## config.mk

```make
export PLATFORM = sky130hd
export DESIGN_NAME = sdm_top
export DESIGN_NICKNAME = d
export VERILOG_FILES = /design/src/core/sdm_pkg.sv /design/src/core/sdm_pin_sync.sv /design/src/core/sdm_top.sv
export VERILOG_INCLUDE_DIRS = /design/src /design/src/core
export SDC_FILE = /design/constraint.sdc
export NUM_CORES = 1
export LEC_CHECK = 0
export ABC_AREA = 1
export ABC_CLOCK_PERIOD_IN_PS = 11100
export BUFFER_PORTS_ARGS = -buffer_cell sky130_fd_sc_hd__buf_2
export CELL_PAD_IN_SITES_DETAIL_PLACEMENT = 0
export CELL_PAD_IN_SITES_GLOBAL_PLACEMENT = 1
export CORE_MARGIN = 2
export CORE_UTILIZATION = 43
export CTS_CLUSTER_SIZE = 14
export DETAILED_ROUTE_END_ITERATION = 12
export PLACE_DENSITY_LB_ADDON = 0.15
export SYNTH_ARGS = -nofsm -noshare
export SYNTH_HDL_FRONTEND = slang
export SYNTH_SLANG_ARGS = --single-unit
```

## constraint.sdc

```tcl
create_clock -name clock -period 11.1 [get_ports clock]
set_input_delay 0.555 -clock clock [delete_from_list [all_inputs] [get_ports clock]]
set_output_delay 0.555 -clock clock [all_outputs]
set_load 0.02 [all_outputs]
```

## src/core/sdm_cfg.svh

```systemverilog
// Purpose: Offsets, field positions, reset values and timing counts of the six-channel deserializer
// Assumes: Included by bare name; definitions only
// Notes: Times are in ns; cycle counts derive from the 100 ns clock period
`ifndef SDM_CFG_SVH
`define SDM_CFG_SVH

`define SDM_CTRL_OFS 12'h000
`define SDM_STAT_OFS 12'h004
`define SDM_CTRL_SLEEPN_BIT 0
`define SDM_CTRL_OUTEN_BIT 1
`define SDM_CTRL_SEL_LSB 2
`define SDM_SLEEPN_RST 1'b0
`define SDM_OUTEN_RST 1'b0
`define SDM_SEL_RST 3'h6
`define SDM_RESP_OKAY 2'h0
`define SDM_RESP_SLVERR 2'h2

`define SDM_SEL_TEST_OFF 3'h6
`define SDM_SEL_TEST_SPARE 3'h7
`define SDM_FRAME_BITS 12
`define SDM_WORD_BITS 10
`define SDM_RCLK_FALL_IDX 6
`define SDM_MISS_LIMIT 2

`define SDM_CLK_NS 100
`define SDM_SYNC_CYCLES 80
`define SDM_LOCK_PD_NS 10000
`define SDM_LOCK_SYNC_NS 5000
`define SDM_LOCK_PD_CYC (`SDM_LOCK_PD_NS / `SDM_CLK_NS)
`define SDM_LOCK_SYNC_CYC (`SDM_LOCK_SYNC_NS / `SDM_CLK_NS)

`endif

```

## src/core/sdm_pkg.sv

```systemverilog
// Purpose: Types shared by the six-channel deserializer
// Assumes: Nothing is imported; users write sdm_pkg::name
// Notes: Channel states are one-hot
package sdm_pkg;

  typedef enum logic [3:0] {
    ST_DOWN = 4'h1,
    ST_HUNT = 4'h2,
    ST_TRAIN = 4'h4,
    ST_LOCK = 4'h8
  } sdm_chan_e;

  typedef logic [1:0] sdm_resp_t;

endpackage

```

## src/core/sdm_pin_sync.sv

```systemverilog
// Purpose: Three-stage synchroniser for pins from outside the clock domain
// Assumes: One clock, asynchronous active-high reset
// Notes: Output moves only when stages two and three agree
`timescale 1ns/100ps

module sdm_pin_sync #(
  parameter int WIDTH = 8
) (
  input wire logic clock, // System clock
  input wire logic reset, // Asynchronous reset, active high
  input wire logic [WIDTH-1:0] din, // Raw pin levels
  output logic [WIDTH-1:0] dout // Filtered, synchronised levels
);

  logic [WIDTH-1:0] stage1;
  logic [WIDTH-1:0] stage2;
  logic [WIDTH-1:0] stage3;
  logic [WIDTH-1:0] next_dout;

  // Stage one feeds stage two only; a bit counts once two and three agree
  always_comb begin
    for (int i = 0; i < WIDTH; i++) begin
      next_dout[i] = (stage2[i] == stage3[i]) ? stage3[i] : dout[i];
    end
  end

  always_ff @(posedge clock or posedge reset) begin
    if (reset) begin
      stage1 <= '0;
      stage2 <= '0;
      stage3 <= '0;
      dout <= '0;
    end else begin
      stage1 <= din;
      stage2 <= stage1;
      stage3 <= stage2;
      dout <= next_dout;
    end
  end

endmodule // sdm_pin_sync

```

## src/core/sdm_top.sv

```systemverilog
// Purpose: Six independent 1:10 deserializer channels with a spare input and test output
// Assumes: 10 MHz clock acts as reference; link bit clock and serial pins are asynchronous
// Notes: Control and lock status are reached over AXI4-Lite; tristate pins are value plus enable
// Function
// Lock after wake within bounded time
// Lock quickly once sync patterns arrive
// Select code routes spare or test pin
// Displaced input goes raw to test pin
// Sleep stops channels, floats every output
// Output disable floats words, clocks, test pin
// Unlocked channel floats words and clock
// Lock flag low means locked
// Find rising edge, synchronise after 80 cycles
// Lock flag falls with first valid word
// Frame: high start, ten data, low stop
// Serializer sends twelve bits per word
// Source word clock stays 20-40 MHz; the serializer model sends one 12-bit word every 9600 ns
// Recovered clock accompanies valid words
// Two missed edges drop lock, rehunt
// System watches lock, requests sync patterns
// Waking re-enters initialisation before data
// Six channels run independently
// Recovered clock toggles only when locked
// Reference clock must keep running
// Reference period near word-clock period; the reference instead samples the bit clock, 96 periods per bench word
// Per-channel state machine, reset by sleep
//
// Design decisions made here: the register addresses and the AXI4-Lite interface to the registers.
`timescale 1ns/100ps
`include "sdm_cfg.svh"

module sdm_top #(
  parameter int CHANNELS = 6,
  parameter int ADDR_W = 12
) (
  input wire logic clock, // 10 MHz reference clock
  input wire logic reset, // Asynchronous reset, active high
  input wire logic linkBitClock, // Serial bit clock from the link
  input wire logic [CHANNELS-1:0] serialInput, // Serial data, one per channel
  input wire logic spareSerialInput, // Spare serial input
  output logic [CHANNELS-1:0][9:0] wordOut, // Deserialised words
  output logic [CHANNELS-1:0] wordOe, // Word output enables
  output logic [CHANNELS-1:0] recoveredClock, // Recovered word clocks
  output logic [CHANNELS-1:0] recoveredClockOe, // Recovered clock enables
  output logic [CHANNELS-1:0] linkLockedN, // Lock flags, low when locked
  output logic [CHANNELS-1:0] linkLockedOe, // Lock flag enables
  output logic channelTestOut, // Raw displaced serial stream, or the spare stream under code 7
  output logic channelTestOe, // Test pin enable
  input wire logic [ADDR_W-1:0] s_axi_awaddr, // Write address
  input wire logic s_axi_awvalid, // Write address valid
  output logic s_axi_awready, // Write address ready
  input wire logic [31:0] s_axi_wdata, // Write data
  input wire logic [3:0] s_axi_wstrb, // Write byte strobes
  input wire logic s_axi_wvalid, // Write data valid
  output logic s_axi_wready, // Write data ready
  output logic [1:0] s_axi_bresp, // Write response
  output logic s_axi_bvalid, // Write response valid
  input wire logic s_axi_bready, // Write response ready
  input wire logic [ADDR_W-1:0] s_axi_araddr, // Read address
  input wire logic s_axi_arvalid, // Read address valid
  output logic s_axi_arready, // Read address ready
  output logic [31:0] s_axi_rdata, // Read data
  output logic [1:0] s_axi_rresp, // Read response
  output logic s_axi_rvalid, // Read data valid
  input wire logic s_axi_rready // Read data ready
);

  localparam logic [3:0] LAST_IDX = 4'(`SDM_FRAME_BITS - 1);
  localparam logic [3:0] WORD_IDX = 4'(`SDM_WORD_BITS);
  localparam logic [3:0] FALL_IDX = 4'(`SDM_RCLK_FALL_IDX);
  localparam logic [7:0] SYNC_LAST = 8'(`SDM_SYNC_CYCLES - 1);
  localparam logic [7:0] TRAIN_LIMIT = 8'(`SDM_LOCK_PD_CYC);
  localparam logic [1:0] MISS_LAST = 2'(`SDM_MISS_LIMIT - 1);

  ////////////////////////////////////////////////////////////////////////////////////////////
  // Register decode shared by read and write paths

  function automatic logic [1:0] regIndex(input logic [ADDR_W-1:0] addr);
    if (addr == ADDR_W'(`SDM_CTRL_OFS)) begin
      return 2'h0;
    end else if (addr == ADDR_W'(`SDM_STAT_OFS)) begin
      return 2'h1;
    end
    return 2'h2;
  endfunction

  ////////////////////////////////////////////////////////////////////////////////////////////
  // Pin synchronisation and link bit strobe

  logic [CHANNELS+1:0] syncPins;
  logic prevLinkClock;
  logic linkRise;
  logic [CHANNELS-1:0] syncSerial;
  logic syncSpare;
  logic [CHANNELS-1:0] chIn;

  sdm_pin_sync #(
    .WIDTH(CHANNELS + 2)
  ) u_pin_sync (
    .clock(clock),
    .reset(reset),
    .din({linkBitClock, spareSerialInput, serialInput}),
    .dout(syncPins)
  );

  always_ff @(posedge clock or posedge reset) begin
    if (reset) begin
      prevLinkClock <= 1'b0;
    end else begin
      prevLinkClock <= syncPins[CHANNELS+1];
    end
  end

  logic sleepRequestN;
  logic outputEnable;
  logic [2:0] spareRouteSelect;

  // The spare replaces the selected channel's input; codes 6 and 7 leave all channels alone
  always_comb begin
    syncSerial = syncPins[CHANNELS-1:0];
    syncSpare = syncPins[CHANNELS];
    linkRise = syncPins[CHANNELS+1] & ~prevLinkClock;
    for (int i = 0; i < CHANNELS; i++) begin
      chIn[i] = (spareRouteSelect == 3'(i)) ? syncSpare : syncSerial[i];
    end
  end

  ////////////////////////////////////////////////////////////////////////////////////////////
  // Channel state machines

  sdm_pkg::sdm_chan_e chState [CHANNELS];
  sdm_pkg::sdm_chan_e next_chState [CHANNELS];
  logic [3:0] bitIdx [CHANNELS];
  logic [3:0] next_bitIdx [CHANNELS];
  logic [9:0] shift [CHANNELS];
  logic [9:0] next_shift [CHANNELS];
  logic [CHANNELS-1:0] prevBit;
  logic [CHANNELS-1:0] next_prevBit;
  logic [1:0] missCnt [CHANNELS];
  logic [1:0] next_missCnt [CHANNELS];
  logic [7:0] trainCnt [CHANNELS];
  logic [7:0] next_trainCnt [CHANNELS];
  logic [CHANNELS-1:0][9:0] next_wordOut;
  logic [CHANNELS-1:0] next_recoveredClock;
  logic [CHANNELS-1:0] next_linkLockedN;

  always_comb begin
    for (int i = 0; i < CHANNELS; i++) begin
      next_chState[i] = chState[i];
      next_bitIdx[i] = bitIdx[i];
      next_shift[i] = shift[i];
      next_prevBit[i] = prevBit[i];
      next_missCnt[i] = missCnt[i];
      next_trainCnt[i] = trainCnt[i];
      next_wordOut[i] = wordOut[i];
      next_recoveredClock[i] = recoveredClock[i];
      next_linkLockedN[i] = linkLockedN[i];
      if (!sleepRequestN) begin
        next_chState[i] = sdm_pkg::ST_DOWN;
        next_linkLockedN[i] = 1'b1;
        next_recoveredClock[i] = 1'b0;
      end else begin
        if (linkRise) begin
          next_prevBit[i] = chIn[i];
        end
        case (chState[i])
          sdm_pkg::ST_DOWN: begin
            next_chState[i] = sdm_pkg::ST_HUNT;
          end
          sdm_pkg::ST_HUNT: begin
            // Any low-to-high step is taken as a stop-to-start edge; a wrong guess rehunts
            if (linkRise && !prevBit[i] && chIn[i]) begin
              next_chState[i] = sdm_pkg::ST_TRAIN;
              next_bitIdx[i] = 4'h1;
              next_trainCnt[i] = 8'h00;
              next_missCnt[i] = 2'h0;
            end
          end
          sdm_pkg::ST_TRAIN, sdm_pkg::ST_LOCK: begin
            if (chState[i] == sdm_pkg::ST_TRAIN && trainCnt[i] != TRAIN_LIMIT) begin
              next_trainCnt[i] = 8'(trainCnt[i] + 8'h01);
            end
            if (chState[i] == sdm_pkg::ST_TRAIN && trainCnt[i] == TRAIN_LIMIT) begin
              next_chState[i] = sdm_pkg::ST_HUNT;
            end else if (linkRise && bitIdx[i] == 4'h0) begin
              next_bitIdx[i] = 4'h1;
              // Stop bit low then start bit high is the embedded clock edge
              if (!prevBit[i] && chIn[i]) begin
                next_missCnt[i] = 2'h0;
                if (chState[i] == sdm_pkg::ST_LOCK || trainCnt[i] >= SYNC_LAST) begin
                  next_chState[i] = sdm_pkg::ST_LOCK;
                  next_wordOut[i] = shift[i];
                  next_linkLockedN[i] = 1'b0;
                  next_recoveredClock[i] = 1'b1;
                end
              end else if (chState[i] == sdm_pkg::ST_TRAIN || missCnt[i] == MISS_LAST) begin
                next_chState[i] = sdm_pkg::ST_HUNT;
                next_linkLockedN[i] = 1'b1;
                next_recoveredClock[i] = 1'b0;
              end else begin
                next_missCnt[i] = 2'(missCnt[i] + 2'h1);
              end
            end else if (linkRise) begin
              if (bitIdx[i] <= WORD_IDX) begin
                next_shift[i] = {chIn[i], shift[i][9:1]};
              end
              if (bitIdx[i] == FALL_IDX) begin
                next_recoveredClock[i] = 1'b0;
              end
              next_bitIdx[i] = (bitIdx[i] == LAST_IDX) ? 4'h0 : 4'(bitIdx[i] + 4'h1);
            end
          end
          default: begin
            next_chState[i] = sdm_pkg::ST_DOWN;
          end
        endcase
      end
    end
  end

  always_ff @(posedge clock or posedge reset) begin
    if (reset) begin
      for (int i = 0; i < CHANNELS; i++) begin
        chState[i] <= sdm_pkg::ST_DOWN;
        bitIdx[i] <= 4'h0;
        shift[i] <= 10'h000;
        missCnt[i] <= 2'h0;
        trainCnt[i] <= 8'h00;
      end
      prevBit <= '0;
      wordOut <= '0;
      recoveredClock <= '0;
      linkLockedN <= '1;
    end else begin
      for (int i = 0; i < CHANNELS; i++) begin
        chState[i] <= next_chState[i];
        bitIdx[i] <= next_bitIdx[i];
        shift[i] <= next_shift[i];
        missCnt[i] <= next_missCnt[i];
        trainCnt[i] <= next_trainCnt[i];
      end
      prevBit <= next_prevBit;
      wordOut <= next_wordOut;
      recoveredClock <= next_recoveredClock;
      linkLockedN <= next_linkLockedN;
    end
  end

  ////////////////////////////////////////////////////////////////////////////////////////////
  // Output enables and channel test pin

  logic [CHANNELS-1:0] next_wordOe;
  logic [CHANNELS-1:0] next_linkLockedOe;
  logic next_channelTestOut;
  logic next_channelTestOe;

  always_comb begin
    for (int i = 0; i < CHANNELS; i++) begin
      next_wordOe[i] = sleepRequestN & outputEnable & ~next_linkLockedN[i];
      next_linkLockedOe[i] = sleepRequestN;
    end
    next_channelTestOut = syncSpare;
    for (int i = 0; i < CHANNELS; i++) begin
      if (spareRouteSelect == 3'(i)) begin
        next_channelTestOut = syncSerial[i];
      end
    end
    next_channelTestOe = sleepRequestN & outputEnable
      & (spareRouteSelect != `SDM_SEL_TEST_OFF);
  end

  always_ff @(posedge clock or posedge reset) begin
    if (reset) begin
      wordOe <= '0;
      recoveredClockOe <= '0;
      linkLockedOe <= '0;
      channelTestOut <= 1'b0;
      channelTestOe <= 1'b0;
    end else begin
      wordOe <= next_wordOe;
      recoveredClockOe <= next_wordOe;
      linkLockedOe <= next_linkLockedOe;
      channelTestOut <= next_channelTestOut;
      channelTestOe <= next_channelTestOe;
    end
  end

  ////////////////////////////////////////////////////////////////////////////////////////////
  // AXI4-Lite slave: control and lock status

  logic next_awready;
  logic next_arready;
  logic next_bvalid;
  logic [1:0] next_bresp;
  logic next_rvalid;
  logic [1:0] next_rresp;
  logic [31:0] next_rdata;
  logic next_sleepRequestN;
  logic next_outputEnable;
  logic [2:0] next_spareRouteSelect;

  // Ready pulses one cycle after both write channels are offered, so no skid buffer is needed
  always_comb begin
    next_awready = s_axi_awvalid & s_axi_wvalid & ~s_axi_bvalid & ~s_axi_awready;
    next_arready = s_axi_arvalid & ~s_axi_rvalid & ~s_axi_arready;
    next_bvalid = s_axi_bvalid & ~s_axi_bready;
    next_bresp = s_axi_bresp;
    next_rvalid = s_axi_rvalid & ~s_axi_rready;
    next_rresp = s_axi_rresp;
    next_rdata = s_axi_rdata;
    next_sleepRequestN = sleepRequestN;
    next_outputEnable = outputEnable;
    next_spareRouteSelect = spareRouteSelect;
    if (s_axi_awready) begin
      next_bvalid = 1'b1;
      next_bresp = (regIndex(s_axi_awaddr) == 2'h2) ? `SDM_RESP_SLVERR : `SDM_RESP_OKAY;
      if (regIndex(s_axi_awaddr) == 2'h0 && s_axi_wstrb[0]) begin
        next_sleepRequestN = s_axi_wdata[`SDM_CTRL_SLEEPN_BIT];
        next_outputEnable = s_axi_wdata[`SDM_CTRL_OUTEN_BIT];
        next_spareRouteSelect = s_axi_wdata[`SDM_CTRL_SEL_LSB +: 3];
      end
    end
    if (s_axi_arready) begin
      next_rvalid = 1'b1;
      next_rresp = `SDM_RESP_OKAY;
      next_rdata = 32'h0000_0000;
      case (regIndex(s_axi_araddr))
        2'h0: begin
          next_rdata[`SDM_CTRL_SLEEPN_BIT] = sleepRequestN;
          next_rdata[`SDM_CTRL_OUTEN_BIT] = outputEnable;
          next_rdata[`SDM_CTRL_SEL_LSB +: 3] = spareRouteSelect;
        end
        2'h1: begin
          next_rdata[CHANNELS-1:0] = ~linkLockedN;
        end
        default: begin
          next_rresp = `SDM_RESP_SLVERR;
        end
      endcase
    end
  end

  always_ff @(posedge clock or posedge reset) begin
    if (reset) begin
      s_axi_awready <= 1'b0;
      s_axi_wready <= 1'b0;
      s_axi_arready <= 1'b0;
      s_axi_bvalid <= 1'b0;
      s_axi_bresp <= `SDM_RESP_OKAY;
      s_axi_rvalid <= 1'b0;
      s_axi_rresp <= `SDM_RESP_OKAY;
      s_axi_rdata <= 32'h0000_0000;
      sleepRequestN <= `SDM_SLEEPN_RST;
      outputEnable <= `SDM_OUTEN_RST;
      spareRouteSelect <= `SDM_SEL_RST;
    end else begin
      s_axi_awready <= next_awready;
      s_axi_wready <= next_awready;
      s_axi_arready <= next_arready;
      s_axi_bvalid <= next_bvalid;
      s_axi_bresp <= next_bresp;
      s_axi_rvalid <= next_rvalid;
      s_axi_rresp <= next_rresp;
      s_axi_rdata <= next_rdata;
      sleepRequestN <= next_sleepRequestN;
      outputEnable <= next_outputEnable;
      spareRouteSelect <= next_spareRouteSelect;
    end
  end

  for (genvar g = 0; g < CHANNELS; g++) begin : gChk
    logic startMiss;
    assign startMiss = linkRise && bitIdx[g] == 4'h0 && !(!prevBit[g] && chIn[g]);

  end
endmodule // sdm_top

```

==> impl_metrics.yaml <==
synth:
  seq_area_frac_synth_pct: 48.7
  avgSynthCellArea_um2: 8.12
  netlist_area_mm2: 0.0157
  synth_edf_count: 0
  async_flop_share_pct: 100
  synth_ff_type: "dfrtp_1"
  synthTopCellsByArea: "dfrtp_1 (46%), nand2_1 (12%), inv_1 (5.1%)"
  synth_top_area_share_pct: 46.4
  syn_inst: 1933
  synth_cell_types: 53
  synth_top_cell_by_area: "dfrtp_1"
  ys_ff_latch: 305
  yosys_warnings: 0
clocking:
  numCtsBuffers: 36
  ctsLongestPathBuffers: 3
  clk_pin_slew_ps: 60
  post_cts_buffers: 0
  clkLatencyLatePin_ps: 540
  cts-resized-gates: 0
  htree_levels: 2
  clkSinkCount: 305
  cts_root_buffer: "clkbuf_16"
  cts-hold-fix-buffers: 0
  cts_tree: "yes"
detailed_routing:
  finalWirelength_mm: 35.2
  via_per_inst: 4.96
  vias: 12700
  wl_per_cell_um: 13.8
  drtIter0Drc: 654
  drc: 0
  antenna_left: 0
  first_pass_iters: 5
sta:
  fmax_mhz: 392
  fin_setup_tns_ps: 0
  relSlewSlack_pct: 37.6
  hold_violations: 0
  rsz0062_at_grt: "false"
  worst_pin_slew_ps: 935
  min_period_ps: 2550
  drv_slew: 0
  skew_ps: 17.1
  post-route-period-util_pct: 23.0
  setup_viol: 0
power_and_ir_drop:
  p_sw_share_pct: 22.6
  seqPwrFrac_pct: 46.0
  comb_power_share_pct: 4.7
  power_uw: 2490
  leakage_uw: 0.00842
  p_clk_share_pct: 49.3
  switchingPower_uw: 564
  cellPowerDensity_mw_per_mm2: 140
  max-vdd-ir-drop_uv: 92.1
  internal_power_uw: 1930
global_routing:
  track_usage_pct: 19.0
  antenna_found_initial: 2
  grt_pass1_vias: 11900
  overflow: 0
  grt_max_degree: 112
  grt_pass1_wl_mm: 59.6
run:
  max-cap-violations: 0
floorplanning:
  dieArea_mm2: 0.0381
  die_x_um: 195
  coreArea_mm2: 0.0357
  dieHeight_um: 195
  ios: 208
  start_util_pct: 43.9
  rows: 69
placed_design:
  io_buffers: 149
  gp_congestion: 0.819
  hpwlAfterDp_mm: 24.6
final_layout:
  syn2layout_area_growth_pct: 13.3
  drive_above_1_share_pct: 14.8
  nNetsFinal: 2175
setup_path:
  worstSetupPathType: "flip-flop to flip-flop"
  critPathArrivalTime_ps: 2940
  cp-start-kind: "flip-flop"
  end_kind: "flip-flop"
  cp_data_required_time_ps: 11490
  critical_path.max_fanout: 22
hold_path:
  worstHoldPathType: "input port to flip-flop"
status:
  status: "finished, final reports clean"
==> cells by family (layout without fill, tap and decap cells) <==
group	after synthesis	in the layout	share of synthesized area, %
other cells	1	30	0.0239
buf+inv	325	453	9.56
compound gates	307	307	10.8
fa+ha+maj	44	44	3.38
flops	305	305	48.7
xor+xnor	29	29	1.62
simple gates	922	922	25.9
==> metrics by stage <==
step	hold slack (ps)	cells	util (%)	setup WS (ps)	area, um^2
6_report	129	2551	49.8	8550	17800
5_1_grt	110	2550	49.8	8220	17800
4_1_cts	96.7	2549	49.8	8450	17800
3_5_place_dp	335	2487	46.4	8460	16600
3_3_place_gp	334	2487	46.4	8500	16600
2_1_floorplan	331	1960	-	2140	15800
==> cell type report <==
type                       count  area (um^2)
timing repair buffer         155          791
fill                        3538        17900
inverter                     236          905
multi-input combinational   1330         6650
clock inverter                13          218
tap                          461          577
clock buffer                  49         1000
sequential                   305         7650
antenna                        2         5.00
==> power groups by stage <==
stage	Sequential [uW]	Combinational (uW)	Clock (uW)
3_3_place_gp	1160	120	0
2_1_floorplan	1170	73.7	0
3_5_place_dp	1170	121	0
5_1_grt	1150	133	1320
4_1_cts	1150	121	1270
6_report	1150	118	1230
==> synth_stat cells, types with 23 or more instances <==
| master | count |
|---|---|
| nand2_1 | 486 |
| dfrtp_1 | 291 |
| inv_1 | 214 |
| nor2_1 | 162 |
| nand3_1 | 143 |
| o21ai_1 | 120 |
| o21ai_0 | 99 |
| buf_4 | 45 |
| a21oi_1 | 37 |
| ha_1 | 36 |
| nand4_1 | 32 |
| buf_2 | 27 |
| nor3_1 | 23 |
==> state kept, by name, indices dropped and copies added (netlist names), 3 cells and up <==
name               flops
spareRouteSelect       3
bitIdx                24
recoveredClockOe       6
u_pin_sync.stage1      8
u_pin_sync.stage3      8
chState               24
linkLockedN            6
prevBit                6
u_pin_sync.dout        8
u_pin_sync.stage2      8
trainCnt              48
s_axi_rdata            6
recoveredClock         6
wordOut               60
shift                 60
missCnt               12
==> per-layer routing <==
layer	track usage, %	wire [um]	vias to the layer above
li1	-	-	6455
met1	27.5	17600	5903
met2	29.4	15200	245
met3	3.04	1640	52
met4	5.68	733	0
met5	0	0	-
==> final timing paths <==
| check | start | end | slack [ps] | cells after the start |
|---|---|---|---|---|
| worst min register to register | u_pin_sync.stage1[7]$_DFF_PP0_ | u_pin_sync.stage2[7]$_DFF_PP0_ | 340 | 0 |
| min in group asynchronous | reset | wordOut[25]$_DFFE_PP0P_ | 150 | 2 |
| worst max-delay path | chState[5]$_DFFE_PP0P_ | wordOut[49]$_DFFE_PP0P_ | 8550 | 8 |
| worst max register to register | chState[5]$_DFFE_PP0P_ | wordOut[49]$_DFFE_PP0P_ | 8550 | 8 |
| max in group asynchronous | reset | trainCnt[45]$_DFFE_PP0P_ | 9480 | 3 |
| worst min-delay path | serialInput[4] | u_pin_sync.stage1[4]$_DFF_PP0_ | 130 | 1 |
==> layout by cell type, fill, tap and decap left out, types with 9 or more instances in the layout <==
cell type | Yosys | final
dfstp_2 | 14 | 14
o21ai_2 | 9 | 9
clkbuf_1 | 8 | 9
nand4_1 | 32 | 32
inv_1 | 214 | 213
dfrtp_1 | 291 | 291
nor3_1 | 23 | 23
nor2_1 | 162 | 162
inv_2 | 18 | 18
xor2_1 | 18 | 18
buf_2 | 27 | 149
ha_1 | 36 | 36
a21oi_1 | 37 | 37
nand3_2 | 10 | 10
nand3_1 | 143 | 143
o21ai_0 | 99 | 99
nand2_2 | 16 | 16
nand2_1 | 486 | 486
conb_1 | 1 | 28
o21ai_1 | 120 | 120
xnor2_1 | 11 | 11
clkbuf_16 | 0 | 37
==> worst max-delay path: stages (launching register included) <==
cell     delay [ps]
dfrtp_1         390
nor2_1          190
nand3_1         110
nand2_1         450
nand2_1         140
nor2_1          150
nand3_1         620
nand2_1         250
o21ai_1          80
No activity file was read; power rests on OpenSTA's default activity.
